==> src/verilog/sbcm_params.svh <==
// Constants of the sync bit clock measurement block
// Notes on behaviour
// - Selection all ones keeps measurement disabled.
// - Non-disable selection write to the active copy starts one interval.
// - Result reads zero while measurement busy.
// - Values 00b/01b/10b pick decoder 0/1/2.
// - Enable bit picks supervisor or processing copy.
// - Inactive copy writable but steers nothing.
// - Status bits 7:6 read as zero.
// - Count sync bits over 512 reference periods.
// - Status resets to 30h, measurement disabled.
`ifndef SBCM_PARAMS_SVH
`define SBCM_PARAMS_SVH
`define SBCM_ADDR_W        4
`define SBCM_DATA_W        16
`define SBCM_OFS_STATUS    4'h0
`define SBCM_OFS_RESULT    4'h1
`define SBCM_OFS_CONTROL   4'h2
`define SBCM_SEL_LSB       4
`define SBCM_SEL_MSB       5
`define SBCM_SEL_OFF       2'h3
`define SBCM_STATUS_RESET  8'h30
`define SBCM_RESULT_RESET  16'h0000
`define SBCM_WINDOW_LAST   9'h1FF
`define SBCM_COUNT_MAX     16'hFFFF
`endif

==> src/verilog/sbcm_pkg.sv <==
// Types of the sync bit clock measurement block
package sbcm_pkg;
  typedef enum logic [0:0] {
    SBCM_IDLE    = 1'b0,
    SBCM_MEASURE = 1'b1
  } sbcm_state_t;

  // One register bus request from either core
  typedef struct packed {
    logic        wr;
    logic        rd;
    logic        core;
    logic [3:0]  addr;
    logic [15:0] wdata;
  } sbcm_bus_req_t;

  // Measurement engine state
  typedef struct packed {
    sbcm_state_t state;
    logic [1:0]  dec_idx;
    logic [8:0]  ref_cnt;
    logic [15:0] sync_cnt;
    logic [15:0] result;
    logic        ref_d;
  } sbcm_meas_t;
endpackage

==> src/verilog/sbcm_top.sv <==
// Sync bit clock measurement: selection copies, window timer, result
//
// The implementer's own choices: the register addresses and the strobed register port.
`include "sbcm_params.svh"
module sbcm_top (
  // Clock and reset
  input  wire logic                  clk,
  input  wire logic                  rstn,
  // Register bus
  input  wire sbcm_pkg::sbcm_bus_req_t bus_req,
  output logic [15:0]                rdata,
  // Decoder side
  input  wire logic [2:0]            sync_bit,
  input  wire logic [2:0]            decoder_lock,
  // Reference clock pin, about 32 kHz
  input  wire logic                  ref_clk_in,
  // Status
  output logic                       measure_busy
);
  logic               rst_n_s;
  logic               ref_s;
  logic [1:0]         sel_sup;
  logic [1:0]         sel_proc;
  logic               second_core_enable;
  logic [1:0]         next_sel_sup;
  logic [1:0]         next_sel_proc;
  logic               next_second_core_enable;
  logic [1:0]         cur_sel;
  logic               wr_status;
  logic               wr_active;
  logic [1:0]         wsel;
  logic               start;
  logic               ref_edge;
  logic               sync_hit;
  sbcm_pkg::sbcm_meas_t meas;
  sbcm_pkg::sbcm_meas_t next_meas;
  logic [15:0]        next_rdata;
  logic               next_busy;

  // Whole status reset word, so the selection field can be sliced from it
  localparam logic [7:0] status_rst = `SBCM_STATUS_RESET;

  // Reset release through two flip-flops
  sbcm_sync #(.W(1)) u_rst_sync (
    .clk   (clk),
    .rst_n (rstn),
    .d     (1'b1),
    .q     (rst_n_s)
  );

  // Reference pin comes from another domain
  sbcm_sync #(.W(1)) u_ref_sync (
    .clk   (clk),
    .rst_n (rst_n_s),
    .d     (ref_clk_in),
    .q     (ref_s)
  );

  // Bus decode of selection writes
  assign wr_status = bus_req.wr && (bus_req.addr == `SBCM_OFS_STATUS);
  assign wsel      = bus_req.wdata[`SBCM_SEL_MSB:`SBCM_SEL_LSB];
  assign wr_active = wr_status && (bus_req.core == second_core_enable);
  assign start     = wr_active && (wsel != `SBCM_SEL_OFF);
  assign cur_sel   = second_core_enable ? sel_proc : sel_sup;
  assign ref_edge  = ref_s && !meas.ref_d;
  assign sync_hit  = |(sync_bit & (3'h1 << meas.dec_idx));

  // Both copies always writable; only the owner's copy matters
  always_comb
  begin
    next_sel_sup            = sel_sup;
    next_sel_proc           = sel_proc;
    next_second_core_enable = second_core_enable;
    if (wr_status && !bus_req.core)
      next_sel_sup = wsel;
    if (wr_status && bus_req.core)
      next_sel_proc = wsel;
    if (bus_req.wr && (bus_req.addr == `SBCM_OFS_CONTROL))
      next_second_core_enable = bus_req.wdata[0];
  end

  always_ff @(posedge clk or negedge rst_n_s)
  begin
    if (!rst_n_s)
    begin
      sel_sup            <= status_rst[`SBCM_SEL_MSB:`SBCM_SEL_LSB];
      sel_proc           <= status_rst[`SBCM_SEL_MSB:`SBCM_SEL_LSB];
      second_core_enable <= 1'b0;
    end
    else
    begin
      sel_sup            <= next_sel_sup;
      sel_proc           <= next_sel_proc;
      second_core_enable <= next_second_core_enable;
    end
  end

  // Measurement engine; a fresh start wins over any abort
  always_comb
  begin
    next_meas       = meas;
    next_meas.ref_d = ref_s;
    if (start)
    begin
      next_meas.state    = sbcm_pkg::SBCM_MEASURE;
      next_meas.dec_idx  = wsel;
      next_meas.ref_cnt  = 9'h000;
      next_meas.sync_cnt = 16'h0000;
      next_meas.result   = `SBCM_RESULT_RESET;
    end
    else
    begin
      case (meas.state)
        sbcm_pkg::SBCM_IDLE:
        begin
          next_meas.state = sbcm_pkg::SBCM_IDLE;
        end
        sbcm_pkg::SBCM_MEASURE:
        begin
          if (cur_sel == `SBCM_SEL_OFF)
            next_meas.state = sbcm_pkg::SBCM_IDLE;
          else
          begin
            // Saturate rather than wrap so a runaway input reads large
            if (sync_hit && (meas.sync_cnt != `SBCM_COUNT_MAX))
              next_meas.sync_cnt = meas.sync_cnt + 16'h0001;
            if (ref_edge)
            begin
              next_meas.ref_cnt = meas.ref_cnt + 9'h001;
              if (meas.ref_cnt == `SBCM_WINDOW_LAST)
              begin
                next_meas.state  = sbcm_pkg::SBCM_IDLE;
                next_meas.result = next_meas.sync_cnt;
              end
            end
          end
        end
        default:
        begin
          next_meas.state = sbcm_pkg::SBCM_IDLE;
        end
      endcase
    end
  end

  always_ff @(posedge clk or negedge rst_n_s)
  begin
    if (!rst_n_s)
    begin
      meas.state    <= sbcm_pkg::SBCM_IDLE;
      meas.dec_idx  <= `SBCM_SEL_OFF;
      meas.ref_cnt  <= 9'h000;
      meas.sync_cnt <= 16'h0000;
      meas.result   <= `SBCM_RESULT_RESET;
      meas.ref_d    <= 1'b0;
    end
    else
      meas <= next_meas;
  end

  // Read data one cycle after the strobe, zero otherwise
  always_comb
  begin
    next_rdata = 16'h0000;
    next_busy  = (next_meas.state == sbcm_pkg::SBCM_MEASURE);
    if (bus_req.rd)
    begin
      case (bus_req.addr)
        `SBCM_OFS_STATUS:
          next_rdata = {8'h00, 2'h0, (bus_req.core ? sel_proc : sel_sup),
                        1'b0, decoder_lock};
        `SBCM_OFS_RESULT:
          next_rdata = meas.result;
        `SBCM_OFS_CONTROL:
          next_rdata = {15'h0000, second_core_enable};
        default:
          next_rdata = 16'h0000;
      endcase
    end
  end

  always_ff @(posedge clk or negedge rst_n_s)
  begin
    if (!rst_n_s)
    begin
      rdata        <= 16'h0000;
      measure_busy <= 1'b0;
    end
    else
    begin
      rdata        <= next_rdata;
      measure_busy <= next_busy;
    end
  end

  // Checks
  logic rd_status_q;

  always_ff @(posedge clk or negedge rst_n_s)
  begin
    if (!rst_n_s)
      rd_status_q <= 1'b0;
    else
      rd_status_q <= bus_req.rd && (bus_req.addr == `SBCM_OFS_STATUS);
  end
endmodule

==> src/verilog/sbcm_sync.sv <==
// Two flip-flop synchroniser, one per bit
module sbcm_sync #(
  parameter int W = 1
) (
  // Clock and reset
  input  wire logic         clk,
  input  wire logic         rst_n,
  // Data
  input  wire logic [W-1:0] d,
  output logic      [W-1:0] q
);
  logic [W-1:0] meta;

  // First stage feeds only the second
  always_ff @(posedge clk or negedge rst_n)
  begin
    if (!rst_n)
    begin
      meta <= '0;
      q    <= '0;
    end
    else
    begin
      meta <= d;
      q    <= meta;
    end
  end
endmodule

==> config.mk <==
export PLATFORM = sky130hd
export DESIGN_NAME = sbcm_top
export DESIGN_NICKNAME = d
export VERILOG_FILES = /design/src/verilog/sbcm_pkg.sv /design/src/verilog/sbcm_top.sv /design/src/verilog/sbcm_sync.sv
export VERILOG_INCLUDE_DIRS = /design/src /design/src/verilog
export SDC_FILE = /design/constraint.sdc
export NUM_CORES = 1
export LEC_CHECK = 0
export ABC_AREA = 0
export BUFFER_PORTS_ARGS = -buffer_cell sky130_fd_sc_hd__buf_2
export CAP_MARGIN = 15
export CORE_ASPECT_RATIO = 0.75
export CORE_UTILIZATION = 59
export CTS_BUF_LIST = sky130_fd_sc_hd__clkbuf_2
export DETAILED_ROUTE_END_ITERATION = 8
export PLACE_DENSITY = 0.82
export SLEW_MARGIN = 20
export SYNTH_ARGS = -nofsm -noshare
export SYNTH_HDL_FRONTEND = slang
export SYNTH_HIERARCHICAL = 1
export SYNTH_SLANG_ARGS = --single-unit
==> constraint.sdc <==
create_clock -name clk -period 3 [get_ports clk]
set_input_delay 0.75 -clock clk [delete_from_list [all_inputs] [get_ports clk]]
set_output_delay 0.75 -clock clk [all_outputs]
set_load 0.01 [all_outputs]
==> flow_summary.yaml <==
logic_synthesis:
  synthDominantCellAreaShare_pct: 48.0
  synthMuxAreaShare_pct: 5.36
  syn_inst: 325
  yosysWarnings: 6
  async_reset_ff_share_pct: 100
  synth_xor_area_share_pct: 7.87
  synth_compound_area_share_pct: 7.20
  synth_top_family_by_area: "simple AND/OR/NAND/NOR gates"
  netlist_top_cells_count: "dfrtp_1, nor2_1, xnor2_1, nor3_1"
  avgSynthCellArea_sq_um: 10.3
  synth_most_common_cell: "dfrtp_1"
  synth_edf_count: 0
  syn-cell-area_sq_um: 3340
  synth_ff_type: "dfrtp_1"
  synth_area_leaders: "dfrtp_1, xnor2_1, nor2_1"
  syn_nets: 360
  yosys.area_share.simple_pct: 23.0
  ys_types: 39
  synthAdderAreaFrac_pct: 1.12
  synth_seq_cells: 70
  synth_top_area_cell: "dfrtp_1"
  yosysSeqAreaShare_pct: 52.7
floorplanning:
  core_area_sq_um: 5380
  fp.dieW_microns: 88.9
  ios: 49
  rows: 23
  start_util_pct: 62.0
  floorplan.die_area_sq_um: 5970
  die_y_microns: 67.1
global_route:
  overflow: 0
  antenna_found_initial: 0
  grt_pass1_wl_microns: 10700
  grt_pass1_vias: 2322
  grt_start_max_net_pins: 69
  grtUsageTotal_pct: 24.1
worst_setup_path:
  worstSetupPathType: "register to register"
  arrival_ns: 2.73
  cp.required_ns: 3.43
  cp-start-kind: "register"
  cp-end-kind: "register"
  startpoint: "meas[42]"
  reg2reg_from: "meas[42]"
  critPathMaxFanout: 31
placed_design:
  hpwlAfterDp_microns: 4350
  dp.cells: 425
  port_buffers: 35
  gp_congestion: 0.869
  dpl_cell_area_sq_um: 3600
  pre_cts_ws_ns: 0.411
sta:
  min_period_ns: 2.29
  setup_viol: 0
  finalCritPeriodShare_pct: 76.4
  rsz0062_at_grt: "no"
  worstMarginPinSlew_ns: 0.952
  hold_viol: 0
  fin_worst_skew_ns: 0.0203
  fin_hold_ws_ns: 0.334
  maxSlewViolCount: 0
  fin_setup_tns_ns: 0
  fin_ws_ns: 0.707
  max_freq_mhz: 436
  slew-limit-headroom_pct: 36.6
pwr:
  p_total_mw: 2.50
  p_per_area_nw_per_um2: 676
  ir_drop_uv: 407
  leakage_nw: 1.60
clock_tree:
  htreeDepth: 3
  clockRootBuffer: "clkbuf_2"
  clkLatencyLatePin_ns: 0.52
  post_cts_buffers: 0
  clock_sinks: 70
  clk_pin_slew_ns: 0.19
  cts_tree: "done"
  clockBufferDepth: 2
  cts_buffers: 9
min_path:
  worst_hold_path_type: "input pin to register"
  worstHoldStart: "ref_clk_in"
cells_and_area:
  n_antenna_cell: 0
  stdcell_area_sq_um: 3700
  fillCellCount: 413
  final_util_pct: 68.8
  area_growth_pct: 11.0
  finalNetCount: 397
  final_cells: 442
  drive_gt1_share_pct: 20.4
run:
  cap_violations: 0
detailed_routing:
  wl_per_cell_microns: 14.2
  dr.pass1.iters: 4
  vias: 2450
  post_drt_via_cell_ratio: 5.54
  wirelength_microns: 6280
  drc_errors: 0
  drt-initial-drc-count: 172
  ant_nets: 0
outcome:
  status: "finished clean"
-- metal layers --
metal	GRT usage (%)	wire length, microns
met1	33.2	3180
met3	7.09	323
met4	8.27	107
met5	0	0
met2	36.5	2680
-- cells in the final DEF (no fill, tap or decap), types with 6 or more instances in the layout --
cell type,synthesis,routed
xnor2_1,28,28
mux2i_1,10,10
nor4_1,13,12
and2_1,13,13
dfstp_2,6,6
nor2_1,54,54
a211oi_1,11,11
dfrtp_1,64,63
clkbuf_2,0,9
buf_2,5,35
buf_4,0,8
mux2_2,7,7
nor3_1,19,19
nand3_1,10,10
nand4_1,10,10
a21oi_1,6,6
nand2_1,10,10
-- cells by family after synthesis --
kind of cell	Yosys count
compound gates	32
xor+xnor	30
fa+ha+maj	3
buf+inv	22
flops	70
mux	17
other cells	1
simple gates	150
-- report_power, final --
part | internal [mW] | switching (mW)
Sequential | 1.17 | 0.240
Combinational | 0.299 | 0.338
Clock | 0.108 | 0.347
Total | 1.58 | 0.926
-- layout make-up --
cell class	count	area, sq um	share of cell area, %
clock buffers	9	45.0	1.22
clock inverters	7	48.8	1.32
inverters	4	15.0	0.405
multi-input cells	233	1500	40.4
flip-flops and latches	70	1760	47.5
well taps	75	93.8	2.53
repair buffers	44	245	6.62
-- critical path, cell delays in order (launching register included) --
cell,delay [ns]
dfstp_2,0.59
mux2i_1,0.18
o21a_1,0.77
nor3_1,0.23
and3_1,0.23
nor4_1,0.21
-- timing repair --
action	in CTS	in global routing
setup endpoints to repair	0	0
endpoints found under the hold margin	2	0
hold buffers	1	0
resized for setup	0	0
-- registers in the layout (all words and copies together), names as in the netlist --
register	cells
u_ref_sync/meta	1
rdata	16
measure_busy	1
u_ref_sync/q	1
sel_sup	2
second_core_enable	1
sel_proc	2
meas	44
u_rst_sync/meta	1
u_rst_sync/q	1
-- path summary, 6_finish.rpt --
path	to	slack [ns]	cells after the start
max	meas[16]	0.71	5
min	u_ref_sync/meta	0.33	1
min reg2reg	u_rst_sync/q	0.37	0
max in group asynchronous	meas[24]	2.00	1
max reg2reg	meas[16]	0.71	5
min in group asynchronous	second_core_enable	0.46	1
Note: power is estimated with default switching activity, not from simulation.
